[src/rtl/amd_defines.svh]
`ifndef AMD_DEFINES_SVH
`define AMD_DEFINES_SVH
`define AMD_ADDR_W    16
`define AMD_PAGE0_TOP 16'h00FF
`define AMD_MASK_HIGH 2'h3
`define AMD_MASK_LOW  2'h0
`define AMD_MASK_RST  2'h3
`endif

[src/rtl/amd_pkg.sv]
package amd_pkg;
    // Seventeen addressing modes in seven families.
    typedef enum logic [4:0] {
        AMD_INH      = 5'h00,
        AMD_IMM      = 5'h01,
        AMD_DIR_S    = 5'h02,
        AMD_DIR_L    = 5'h03,
        AMD_IDX_0    = 5'h04,
        AMD_IDX_S    = 5'h05,
        AMD_IDX_L    = 5'h06,
        AMD_IND_S    = 5'h07,
        AMD_IND_L    = 5'h08,
        AMD_INDX_S   = 5'h09,
        AMD_INDX_L   = 5'h0A,
        AMD_REL_D    = 5'h0B,
        AMD_REL_I    = 5'h0C,
        AMD_BIT_D    = 5'h0D,
        AMD_BIT_I    = 5'h0E,
        AMD_BIT_DR   = 5'h0F,
        AMD_BIT_IR   = 5'h10
    } amd_mode_e;

    typedef enum logic [2:0] {
        AMD_ST_IDLE = 3'b000,
        AMD_ST_EXT  = 3'b001,
        AMD_ST_PTR  = 3'b010,
        AMD_ST_PTRL = 3'b011,
        AMD_ST_DONE = 3'b100
    } amd_state_e;
endpackage

[src/rtl/amd_decoder.sv]
`timescale 1ns/1ps
`include "amd_defines.svh"
// Summary of operation
// - Seventeen addressing modes in seven families are decoded.
// - Inherent instruction is one byte; no extension bytes fetched.
// - Immediate: opcode then one literal operand byte.
// - Short direct: one address byte, range 00 to FF.
// - Long direct: two address bytes, full 64 Kbyte space.
// - Indexed address is unsigned sum of X or Y and offset.
// - No-offset indexed fetches nothing; index alone addresses 00 to FF.
// - Short indexed: one offset byte, reach 00 to 1FE.
// - Long indexed: two offset bytes plus index, full space.
// - Indirect: byte after opcode is pointer address, pointer then read.
// - Short indirect byte pointer; long indirect word pointer; one byte.
// - Indirect indexed: index plus pointer value read from memory.
// - Short indirect indexed reaches 1FE; long reaches full space.
// - Short direct, indirect and bit forms reach page zero; short indexed forms up to 1FE; long forms whole space.
// - Read-modify-write instructions accept only short forms.
// - Mask raise sets level 3; mask lower sets level 0.
// - Relative adds 8-bit signed offset to program counter.
module amd_decoder (
    // Clock and reset.
    input  wire logic                      clock,
    input  wire logic                      rst_b,
    // Instruction request.
    input  wire logic                      start,
    input  wire amd_pkg::amd_mode_e        mode,
    input  wire logic                      use_y,
    input  wire logic                      rmw,
    input  wire logic                      mask_raise_op,
    input  wire logic                      mask_lower_op,
    input  wire logic [7:0]                idx_x,
    input  wire logic [7:0]                idx_y,
    input  wire logic [15:0]               pc_next,
    // Memory byte port.
    output logic                           mem_rd,
    output logic [15:0]                    mem_addr,
    input  wire logic                      mem_ack,
    input  wire logic [7:0]                mem_data,
    // Results.
    output logic                           done,
    output logic                           illegal,
    output logic [15:0]                    ea,
    output logic [7:0]                     literal,
    output logic [15:0]                    branch_pc,
    output logic [1:0]                     irq_mask,
    output logic [1:0]                     ext_len
);
    amd_pkg::amd_state_e st_q, st_d;
    amd_pkg::amd_mode_e  md_q, md_d;
    logic [1:0]  cnt_q, cnt_d, need_q, need_d;
    logic [15:0] acc_q, acc_d, pc_q, pc_d, addr_q, addr_d, ea_q, ea_d;
    logic [7:0]  ix_q, ix_d, lit_q, lit_d;
    logic        rd_q, rd_d, dn_q, dn_d, il_q, il_d;
    logic [15:0] bpc_q, bpc_d;
    logic [1:0]  msk_q, msk_d, len_q, len_d;

    // Extension bytes that follow the opcode for each mode.
    function automatic logic [1:0] ext_bytes(amd_pkg::amd_mode_e m);
        case (m)
            amd_pkg::AMD_INH,
            amd_pkg::AMD_IDX_0: ext_bytes = 2'h0;
            amd_pkg::AMD_DIR_L, amd_pkg::AMD_IDX_L,
            amd_pkg::AMD_BIT_DR: ext_bytes = 2'h2;
            default: ext_bytes = 2'h1;
        endcase
    endfunction

    function automatic logic is_long(amd_pkg::amd_mode_e m);
        is_long = (m == amd_pkg::AMD_DIR_L) || (m == amd_pkg::AMD_IDX_L) ||
                  (m == amd_pkg::AMD_IND_L) || (m == amd_pkg::AMD_INDX_L);
    endfunction

    function automatic logic is_indirect(amd_pkg::amd_mode_e m);
        is_indirect = (m == amd_pkg::AMD_IND_S) ||
                      (m == amd_pkg::AMD_IND_L) ||
                      (m == amd_pkg::AMD_INDX_S) ||
                      (m == amd_pkg::AMD_INDX_L) ||
                      (m == amd_pkg::AMD_REL_I) ||
                      (m == amd_pkg::AMD_BIT_I) ||
                      (m == amd_pkg::AMD_BIT_IR);
    endfunction

    // Unsigned 8-bit index plus 16-bit base; short bases give at most 1FE.
    function automatic logic [15:0] idx_add(logic [15:0] b, logic [7:0] i);
        idx_add = b + {8'h00, i};
    endfunction

    function automatic logic [15:0] rel_add(logic [15:0] p, logic [7:0] o);
        rel_add = p + {{8{o[7]}}, o};
    endfunction

    // Final address for the mode once all bytes are in hand.
    function automatic logic [15:0] form_ea(amd_pkg::amd_mode_e m,
                                            logic [15:0] v, logic [7:0] i);
        case (m)
            amd_pkg::AMD_IDX_0: form_ea = {8'h00, i};
            amd_pkg::AMD_IDX_S, amd_pkg::AMD_IDX_L,
            amd_pkg::AMD_INDX_S, amd_pkg::AMD_INDX_L:
                form_ea = idx_add(v, i);
            // Bit direct-relative carries its branch offset in the low byte,
            // so only the first byte addresses the operand in page zero.
            amd_pkg::AMD_BIT_DR: form_ea = {8'h00, v[15:8]};
            default: form_ea = v;
        endcase
    endfunction

    always_comb begin
        st_d   = st_q;
        md_d   = md_q;
        cnt_d  = cnt_q;
        need_d = need_q;
        acc_d  = acc_q;
        pc_d   = pc_q;
        addr_d = addr_q;
        ix_d   = ix_q;
        lit_d  = lit_q;
        rd_d   = rd_q;
        dn_d   = 1'b0;
        il_d   = 1'b0;
        ea_d   = ea_q;
        bpc_d  = bpc_q;
        msk_d  = msk_q;
        len_d  = len_q;
        case (st_q)
            amd_pkg::AMD_ST_IDLE: begin
                if (start) begin
                    md_d  = mode;
                    ix_d  = use_y ? idx_y : idx_x;
                    pc_d  = pc_next;
                    acc_d = 16'h0000;
                    cnt_d = 2'h0;
                    len_d = ext_bytes(mode);
                    if (rmw && is_long(mode)) begin
                        il_d = 1'b1;
                        dn_d = 1'b1;
                    end else if (ext_bytes(mode) == 2'h0) begin
                        if (mask_raise_op) begin
                            msk_d = `AMD_MASK_HIGH;
                        end else if (mask_lower_op) begin
                            msk_d = `AMD_MASK_LOW;
                        end
                        ea_d = form_ea(mode, 16'h0000, use_y ? idx_y : idx_x);
                        dn_d = 1'b1;
                    end else begin
                        need_d = ext_bytes(mode);
                        addr_d = pc_next;
                        rd_d   = 1'b1;
                        st_d   = amd_pkg::AMD_ST_EXT;
                    end
                end
            end
            amd_pkg::AMD_ST_EXT: begin
                if (mem_ack) begin
                    acc_d  = {acc_q[7:0], mem_data};
                    cnt_d  = cnt_q + 2'h1;
                    addr_d = addr_q + 16'h0001;
                    if (cnt_q + 2'h1 == need_q) begin
                        rd_d = 1'b0;
                        st_d = amd_pkg::AMD_ST_DONE;
                        if (is_indirect(md_q)) begin
                            addr_d = {8'h00, mem_data};
                            rd_d   = 1'b1;
                            cnt_d  = 2'h0;
                            acc_d  = 16'h0000;
                            st_d   = amd_pkg::AMD_ST_PTR;
                        end
                    end
                end
            end
            amd_pkg::AMD_ST_PTR: begin
                if (mem_ack) begin
                    acc_d  = {acc_q[7:0], mem_data};
                    addr_d = addr_q + 16'h0001;
                    if (md_q == amd_pkg::AMD_IND_L ||
                        md_q == amd_pkg::AMD_INDX_L) begin
                        st_d = amd_pkg::AMD_ST_PTRL;
                    end else begin
                        rd_d = 1'b0;
                        st_d = amd_pkg::AMD_ST_DONE;
                    end
                end
            end
            amd_pkg::AMD_ST_PTRL: begin
                if (mem_ack) begin
                    acc_d = {acc_q[7:0], mem_data};
                    rd_d  = 1'b0;
                    st_d  = amd_pkg::AMD_ST_DONE;
                end
            end
            amd_pkg::AMD_ST_DONE: begin
                if (md_q == amd_pkg::AMD_IMM) begin
                    lit_d = acc_q[7:0];
                end
                if (md_q == amd_pkg::AMD_REL_D ||
                    md_q == amd_pkg::AMD_REL_I) begin
                    bpc_d = rel_add(pc_q + {14'h0000, len_q}, acc_q[7:0]);
                end
                ea_d = form_ea(md_q, acc_q, ix_q);
                dn_d = 1'b1;
                st_d = amd_pkg::AMD_ST_IDLE;
            end
            default: st_d = amd_pkg::AMD_ST_IDLE;
        endcase
    end

    always_ff @(posedge clock or negedge rst_b) begin
        if (!rst_b) begin
            st_q   <= amd_pkg::AMD_ST_IDLE;
            md_q   <= amd_pkg::AMD_INH;
            cnt_q  <= 2'h0;
            need_q <= 2'h0;
            acc_q  <= 16'h0000;
            pc_q   <= 16'h0000;
            addr_q <= 16'h0000;
            ix_q   <= 8'h00;
            lit_q  <= 8'h00;
            rd_q   <= 1'b0;
            dn_q   <= 1'b0;
            il_q   <= 1'b0;
            ea_q   <= 16'h0000;
            bpc_q  <= 16'h0000;
            msk_q  <= `AMD_MASK_RST;
            len_q  <= 2'h0;
        end else begin
            st_q   <= st_d;
            md_q   <= md_d;
            cnt_q  <= cnt_d;
            need_q <= need_d;
            acc_q  <= acc_d;
            pc_q   <= pc_d;
            addr_q <= addr_d;
            ix_q   <= ix_d;
            lit_q  <= lit_d;
            rd_q   <= rd_d;
            dn_q   <= dn_d;
            il_q   <= il_d;
            ea_q   <= ea_d;
            bpc_q  <= bpc_d;
            msk_q  <= msk_d;
            len_q  <= len_d;
        end
    end

    assign mem_rd    = rd_q;
    assign mem_addr  = addr_q;
    assign done      = dn_q;
    assign illegal   = il_q;
    assign ea        = ea_q;
    assign literal   = lit_q;
    assign branch_pc = bpc_q;
    assign irq_mask  = msk_q;
    assign ext_len   = len_q;
endmodule

[config.mk]
export PLATFORM = sky130hd
export DESIGN_NAME = amd_decoder
export DESIGN_NICKNAME = d
export VERILOG_FILES = /design/src/rtl/amd_pkg.sv /design/src/rtl/amd_decoder.sv
export VERILOG_INCLUDE_DIRS = /design/src /design/src/rtl
export SDC_FILE = /design/constraint.sdc
export NUM_CORES = 1
export LEC_CHECK = 0
export ABC_AREA = 0
export BUFFER_PORTS_ARGS = -buffer_cell sky130_fd_sc_hd__buf_2
export CAP_MARGIN = 40
export CELL_PAD_IN_SITES_DETAIL_PLACEMENT = 0
export CELL_PAD_IN_SITES_GLOBAL_PLACEMENT = 1
export CORE_ASPECT_RATIO = 1.2
export CORE_MARGIN = 4
export CORE_UTILIZATION = 43
export DETAILED_ROUTE_END_ITERATION = 7
export PLACE_DENSITY_LB_ADDON = 0.1
export SYNTH_ARGS = -nofsm -noshare
export SYNTH_HDL_FRONTEND = slang
export SYNTH_SLANG_ARGS = --single-unit
[constraint.sdc]
create_clock -name clock -period 3.2 [get_ports clock]
set_input_delay 0.64 -clock clock [delete_from_list [all_inputs] [get_ports clock]]
set_output_delay 0.64 -clock clock [all_outputs]
set_load 0.01 [all_outputs]
; ---- Word-level counts from Yosys, hierarchy flattened
; Index checks and enable logic that the tools add are counted.
[word_totals]
regBits = 115
output_inout_bits = 63
word_cells = 155
[op_classes]
n_reduce_logical = 37
n_mux = 59
bitwise = 2
eq_ne = 36
addsub = 5
[op_table]
columns = cell, count
row1 = 2-to-1 mux 16 bit, 15
row2 = one-hot mux 16 bit (3 select lines), 3
row3 = "equality test 5 x 4 -> 1 bit, second input constant", 11
row4 = "equality test 5 x 3 -> 1 bit, second input constant", 7
row5 = one-hot mux 16 bit (2 select lines), 1
row6 = 2-to-1 mux 3 bit, 9
row7 = 2-to-1 mux 2 bit, 9
row8 = "!= test 2 bit, second input constant", 9
row9 = "adder 16 x 1 -> 16 bit, second input constant", 1
row10 = adder 16 bit, 1
row11 = adder 16 x 2 -> 16 bit, 1
row12 = adder 16 x 8 -> 16 bit, 1
row13 = 2-to-1 mux 8 bit, 2
row14 = 2-to-1 mux 1 bit, 15
row15 = one-hot mux 3 bit (4 select lines), 1
row16 = AND reduction 4 bit, 3
row17 = logical OR 1 bit, 11
row18 = AND reduction 9 bit, 1
row19 = one-hot mux 2 bit (2 select lines), 2
row20 = AND reduction 7 bit, 1
row21 = "equality test 3 x 2 -> 1 bit, second input constant", 2
row22 = AND reduction 2 bit, 3
row23 = AND reduction 6 bit, 1
row24 = nonzero test 2 bit, 3
row25 = 23 further kinds, 26

; ---- Longest topological paths before layout
; Gate-level depths: netlist of run 1.
[depth]
word_depth = 13
depth_mapped = 11
depth_no_buf = 11

; ---- Worst setup path after synthesis of run 1
; Ideal clock, no wire load.
[synth_path]
path_type = reg-to-reg
start = reg acc_q[1]
end = reg bpc_q[15], in the netlist branch_pc[15]
slack_ps = 580
t_arrival_ps = 2484
path_stages_with_launch = 10
n_path_buf = 0
setup_ps = 136
cell_sequence = dfrtp_1 > fa_1 > ha_1 > fa_1 > a21o_1 > a31oi_1 > o211ai_1 > a31oi_1 > xnor2_1 > o21ai_0
[synth_between]
elab_chain_cells = 1
[synth_rtl]
columns = element, line_no
row1 = start: declaration, amd_decoder.sv:52  ; logic [15:0] acc_q, acc_d, pc_q, pc_d, addr_q, addr_d, ea_q, ea_d;
row2 = start signal: assignment, amd_decoder.sv:213  ; acc_q <= 16'h0000;
row3 = start signal: assignment, amd_decoder.sv:230  ; acc_q <= acc_d;
row4 = adder 16 bit, amd_decoder.sv:90  ; rel_add = p + {{8{o[7]}}, o};
row5 = end signal: assignment, amd_decoder.sv:239  ; bpc_q <= bpc_d;
row6 = end: declaration, amd_decoder.sv:55  ; logic [15:0] bpc_q, bpc_d;
; Every way passes these cells.
; A chain may end at the register's enable or synchronous reset.

; ---- Worst setup path in the final report of run 1
[layout_path]
start = reg len_q[1], in the netlist ext_len[1]
end = reg bpc_q[15], in the netlist branch_pc[15]
[layout_between]
elab_chain_cells = 2
[layout_rtl]
columns = element, line_no
row1 = start: declaration, amd_decoder.sv:56  ; logic [1:0] msk_q, msk_d, len_q, len_d;
row2 = start signal: assignment, amd_decoder.sv:241  ; len_q <= len_d;
row3 = adder 16 x 2 -> 16 bit, amd_decoder.sv:197  ; bpc_d = rel_add(pc_q + {14'h0000, len_q}, acc_q[7:0]);
row4 = adder 16 bit, amd_decoder.sv:90
; Every way passes these cells.

==> results of run 1 <==
[cells in the mapped netlist, drive strengths merged, types with 4 or more instances]
cell     number
buf          17
a21oi        33
or3           5
fa            4
nor3         12
and3          7
o211ai        7
dfrtp       113
xor2         24
nand3        14
nor2b         4
nand2       127
nand2b        7
o41ai         4
a211oi        4
a22o         23
o21ai        59
a31oi         5
o22ai         4
a221oi        4
mux2i        11
a222oi       12
o21a          6
nand4         8
ha           36
xnor2         9
mux2         12
nor2         36
clkbuf       22
a21o         15
a21boi        6
o2bb2ai       9
inv          13
[layout make-up]
cell class,instances,area (sq um)
Multi-Input combinational cell,545,3643
Inverter,13,48.80
Timing Repair Buffer,132,738.2
Clock inverter,11,207.7
Tap cell,204,255.2
Fill cell,1462,6935
Sequential cell,114,2854
Clock buffer,21,460.4
[final timing paths]
path	start	endpoint	slack, ns	cells past startpoint
min in group clock	pc_next[6]	pc_q[6]	0.45	3
setup reg to reg	ext_len[1]	branch_pc[15]	0.35	9
setup / recovery	ext_len[1]	branch_pc[15]	0.35	9
hold reg to reg	branch_pc[4]	branch_pc[4]	0.47	2
hold / removal	rst_b	branch_pc[10]	0.24	1
max in group asynchronous	rst_b	ea[8]	2.23	2
[metrics by stage]
| stage | std cells | setup slack (ns) |
|---|---|---|
| final | 1040 | 0.3505 |
| after detailed placement | 1008 | 0.3706 |
| after CTS | 1040 | 0.3507 |
| after global placement | 1007 | 0.3869 |
| after floorplan | 711 | 0.5804 |
| after global routing | 1040 | 0.1217 |
[layer usage]
metal  global-route usage  vias to the layer above
li1                     -                     2834
met1               0.2967                     2867
met2               0.3501                      129
met3              0.04554                       29
met4              0.06499                        0
met5                    0                        -
[critical path, stage by stage (launching register included)]
cell	delay (ns)
dfrtp_1	0.41
fa_1	0.49
ha_1	0.24
fa_1	0.42
a21o_1	0.20
a31oi_1	0.36
o211ai_1	0.16
a31oi_1	0.24
xnor2_1	0.13
o21ai_0	0.08
[report_power, final]
part	switching, mW	leakage (nW)	internal [mW]
clock network	0.661	0.327	1.49
registers	0.673	1.48	2.04
logic	2.45	2.27	1.77
total	3.78	4.08	5.31
[cells by family (layout without fill, tap and decap cells)]
kind of cell	Yosys count	in the layout	synth area share
AO/OA/AOI/OAI	213	213	0.2219
adder cells (fa/ha/maj)	40	40	0.07885
XOR/XNOR	33	33	0.04296
buffers and inverters	52	177	0.03459
flip-flops	114	114	0.4242
AND/OR/NAND/NOR	236	236	0.1611
multiplexers	23	23	0.03645
[flip-flops by register name, indices dropped and copies added (netlist names), 2 cells and up]
| signal | flops |
|---|---|
| ea | 16 |
| literal | 8 |
| md_q | 5 |
| need_q | 2 |
| cnt_q | 2 |
| mem_addr | 16 |
| pc_q | 16 |
| acc_q | 16 |
| ext_len | 2 |
| st_q | 3 |
| branch_pc | 16 |
| ix_q | 8 |
==> impl_metrics.env, run 1 <==
export IMPL_status="complete, no violations"
export IMPL_yosysWarnings=0
export IMPL_ys_flop_type="dfrtp_1"
export IMPL_synth_edf_count=0
export IMPL_ios=116
export IMPL_final_common_cell="nand2_1"
export IMPL_portBuffers=115
export IMPL_cts_tree="done"
export IMPL_core_area_sq_mm=0.01514
export IMPL_synth_top_area_cell="dfrtp_1"
export IMPL_syn_area_sq_mm=0.006728
export IMPL_crit_fanout=5
export IMPL_vias_per_cell=5.634
export IMPL_gp_congestion=0.9034
export IMPL_fin_skew_ns=0.008881
export IMPL_hpwl_microns=14000
export IMPL_met1_length_microns=8354
export IMPL_dieWidth_microns=122.2
export IMPL_ys_seq_elements=114
export IMPL_cts_buffer_depth=2
export IMPL_hold_violations=0
export IMPL_peakVddDrop_uv=859.2
export IMPL_tightestPinTransition_ns=0.7920
export IMPL_power_density_mw_per_mm2=1107
export IMPL_worst_setup_path_start_kind="flip-flop"
export IMPL_post_cts_resize_count=0
export IMPL_rsz0062_at_grt="false"
export IMPL_syn_inst=711
export IMPL_wl_per_cell_microns=17.74
export IMPL_fin_area_sq_mm=0.008208
export IMPL_synth_area_per_cell_sq_um=9.462
export IMPL_layout_common_cells="126 x nand2_1, 114 x buf_2, 113 x dfrtp_1"
export IMPL_route_met3_wl_microns=893
export IMPL_cp_end_kind="flip-flop"
export IMPL_cp_arrival_ns=3.15
export IMPL_drt_first_pass_iters=5
export IMPL_dr_max_layer_used="met4"
export IMPL_antenna_cells=0
export IMPL_drt_antenna_violating_nets=0
export IMPL_post_cts_buffers=0
export IMPL_fin_crit_ns=2.850
export IMPL_clock_sinks=114
export IMPL_dieArea_sq_mm=0.01772
export IMPL_synth_cell_types=69
export IMPL_leakagePower_nw=4.080
export IMPL_syn_to_final_growth_pct=22.00
export IMPL_clockRootBuffer="clkbuf_16"
export IMPL_post_dp_cell_area_sq_mm=0.007540
export IMPL_yosysSeqAreaShare=0.4242
export IMPL_grt_use_total=0.2179
export IMPL_power_mw=9.088
export IMPL_wl_met2_microns=8897
export IMPL_vias=5859
export IMPL_initial_core_util=0.4443
export IMPL_syn_nets=804
export IMPL_holdBufCountCts=0
export IMPL_grt_pass1_wl_microns=30880
export IMPL_routed_wl_microns=18450
export IMPL_nets=916
export IMPL_grt_overflow_total=0
export IMPL_rows=49
export IMPL_cts_clk_slew_worst_paths_ns=0.06
export IMPL_numCtsBuffers=17
export IMPL_drc=0
export IMPL_drv_slew=0
export IMPL_timing_slew_headroom=0.4697
export IMPL_die_h_microns=145.0
export IMPL_h_tree_depth=4
export IMPL_first_global_vias=5835
export IMPL_fin_hold_ws_ns=0.2375
export IMPL_cap_violations=0
export IMPL_final_core_util=0.5420
export IMPL_ys_top_cells_by_area="dfrtp_1 42%, nand2_1 7.0%, ha_1 6.7%"
export IMPL_grt_max_degree=50
export IMPL_criticalPathCategory="reg2reg"
export IMPL_setup_tns_ns=0
export IMPL_required_ns=3.50
export IMPL_drive_gt1_frac=0.2249
export IMPL_insertion_delay_ns=0.42
export IMPL_antenna_found_initial=0
export IMPL_min_path_type="in2async"
export IMPL_finalSetupViolCount=0
export IMPL_first_iter_violations=382
export IMPL_timing_fmax_mhz=350.9
export IMPL_async_reset_ff_frac=1.000
export IMPL_post_route_period_util=0.8905
export IMPL_netlist_area_leader_share=0.4203
Note: power is estimated with default switching activity, not from simulation.
==> run 2, diff against run 1 <==
--- a/config.mk
+++ b/config.mk
@@ -16,6 +16,7 @@
 export CORE_UTILIZATION = 43
 export DETAILED_ROUTE_END_ITERATION = 7
 export PLACE_DENSITY_LB_ADDON = 0.1
+export SLEW_MARGIN = 30
 export SYNTH_ARGS = -nofsm -noshare
 export SYNTH_HDL_FRONTEND = slang
 export SYNTH_SLANG_ARGS = --single-unit
==> constraint.sdc (replaced) <==
create_clock -name clock -period 3.2 [get_ports clock]
set_input_delay 0.32 -clock clock [delete_from_list [all_inputs] [get_ports clock]]
set_output_delay 0.32 -clock clock [all_outputs]
set_load 0.01 [all_outputs]
==> run 2 against run 1 <==
  * Power down 4.3%
  * Final cell count about the same
  * Via count down 1.6%
  * Global-route usage down 0.29 points
  * Maximum frequency down 0.56%
==> impl_metrics.env, run 2 (synthesis results as in run 1) <==
export IMPL_portBuffers=115
export IMPL_ff2ff_path_depth=9
export IMPL_clock_sinks=114
export IMPL_h_tree_depth=4
export IMPL_n_fill_cell=1440
export IMPL_tightestPinTransition_ns=0.7943
export IMPL_grt_pass1_wl_microns=30100
export IMPL_status="complete, no violations"
export IMPL_cap_violations=0
export IMPL_numCtsBuffers=17
export IMPL_core_area_sq_mm=0.01514
export IMPL_finalSetupViolCount=0
export IMPL_path_cells="fa_1, ha_1, fa_1, a21o_1, a31oi_1, o211ai_1, a31oi_1, xnor2_1, o21ai_0"
export IMPL_final_common_cell="nand2_1"
export IMPL_multi_input_area_sq_mm=0.003651
export IMPL_timing_fmax_mhz=349.0
export IMPL_timing_slew_headroom=0.4681
export IMPL_grt_max_degree=63
export IMPL_r2r_end="branch_pc[15]"
export IMPL_drt_antenna_violating_nets=0
export IMPL_cts_tree="done"
export IMPL_ios=116
export IMPL_post_route_period_util=0.8955
export IMPL_layout_common_cells="126 x nand2_1, 114 x buf_2, 113 x dfrtp_1"
export IMPL_final_core_util=0.5359
export IMPL_cp_end_kind="flip-flop"
export IMPL_antenna_cells=0
export IMPL_dieArea_sq_mm=0.01772
export IMPL_min_path_type="in2reg"
export IMPL_power_density_mw_per_mm2=1072
export IMPL_startpoint="ext_len[1]"
export IMPL_hold_violations=0
export IMPL_first_global_vias=5718
export IMPL_fin_skew_ns=0.008547
export IMPL_insertion_delay_ns=0.42
export IMPL_syn_to_final_growth_pct=20.62
export IMPL_stdcell_count=1041
export IMPL_first_iter_violations=311
export IMPL_antenna_found_initial=0
export IMPL_cts_clk_slew_worst_paths_ns=0.06
export IMPL_cp_arrival_ns=3.16
export IMPL_drt_first_pass_iters=6
export IMPL_clockRootBuffer="clkbuf_16"
export IMPL_vias=5765
export IMPL_hpwl_microns=13930
export IMPL_seqCellArea_sq_mm=0.002854
export IMPL_leakagePower_nw=4.040
export IMPL_routed_wl_microns=18400
export IMPL_initial_core_util=0.4443
export IMPL_vias_per_cell=5.538
export IMPL_worstReg2RegStart="ext_len[1]"
export IMPL_wl_per_cell_microns=17.68
export IMPL_required_ns=3.50
export IMPL_rows=49
export IMPL_reg2reg_setup_slack_ns=0.33
export IMPL_drc=0
export IMPL_drv_slew=0
export IMPL_worst_setup_path_start_kind="flip-flop"
export IMPL_grt_use_total=0.2150
export IMPL_grt_overflow_total=0
export IMPL_endpoint="branch_pc[15]"
export IMPL_nets=917
export IMPL_fin_crit_ns=2.865
export IMPL_cpPeakStageDelay_ns=0.50
export IMPL_dieWidth_microns=122.2
export IMPL_setup_tns_ns=0
export IMPL_criticalPathCategory="reg2reg"
export IMPL_rsz0062_at_grt="false"
export IMPL_peakVddDrop_uv=734.5
export IMPL_post_cts_buffers=0
export IMPL_die_h_microns=145.0
export IMPL_gp_congestion=0.8707
export IMPL_dpl_cell_count=1006
export IMPL_crit_fanout=5
export IMPL_drive_gt1_frac=0.2222
export IMPL_crit_slowest_cell="fa_1"
export IMPL_cts_buffer_depth=2
## run 2: stage by stage
stage	setup WS [ns]	power, mW	hold slack, ns	area [sq um]
global route	0.1105	9.435	0.1422	8115
global placement	0.3502	6.841	0.4570	7497
finish	0.3345	8.696	0.1341	8115
detailed placement	0.3171	6.934	0.4650	7520
CTS	0.3136	8.749	0.02148	8074
floorplan	0.5804	5.634	0.02441	6728
## run 2: report_power, final
part / switching (mW) / total, mW / internal [mW]
Sequential: 0.656 / 2.70 / 2.04
Clock: 0.635 / 1.78 / 1.14
Combinational: 2.45 / 4.22 / 1.78
Total: 3.74 / 8.70 / 4.96
## run 2: worst min path at each step
stage                        startpoint             to  slack (ns)  cells after the start
final                        pc_next[7]        pc_q[7]        0.13                      3
after global routing      mask_raise_op    irq_mask[0]        0.14                      2
after CTS                         rst_b  branch_pc[10]        0.02                      1
after detailed placement  branch_pc[11]  branch_pc[11]        0.46                      2
after global placement            rst_b  branch_pc[10]        0.46                      1
after floorplan                   rst_b       acc_q[0]        0.02                      0
## run 2: final cells by class
type / instances / area share
flip-flops and latches: 114 / 0.3517
inverters: 13 / 0.006013
multi-input cells: 545 / 0.4499
clock buffers: 26 / 0.06152
well taps: 204 / 0.03145
clock inverters: 6 / 0.006784
repair buffers: 133 / 0.09266
## run 2: worst max-delay path, delay by kind of cell (launching register included)
family          cells  cell delay, ns
compound gates      5            1.04
xor+xnor            1            0.13
flops               1            0.41
fa+ha+maj           3            1.17
## run 2: routing by layer
layer  GRT usage  wire [microns]
met5           0               0
met2      0.3402            8714
met4     0.08123             405
met1      0.2893            8391
met3     0.04593             892
## run 2: repair_timing
item,in CTS,in global routing
resized for setup,0,0
hold endpoints to repair,0,17
hold buffers,0,1
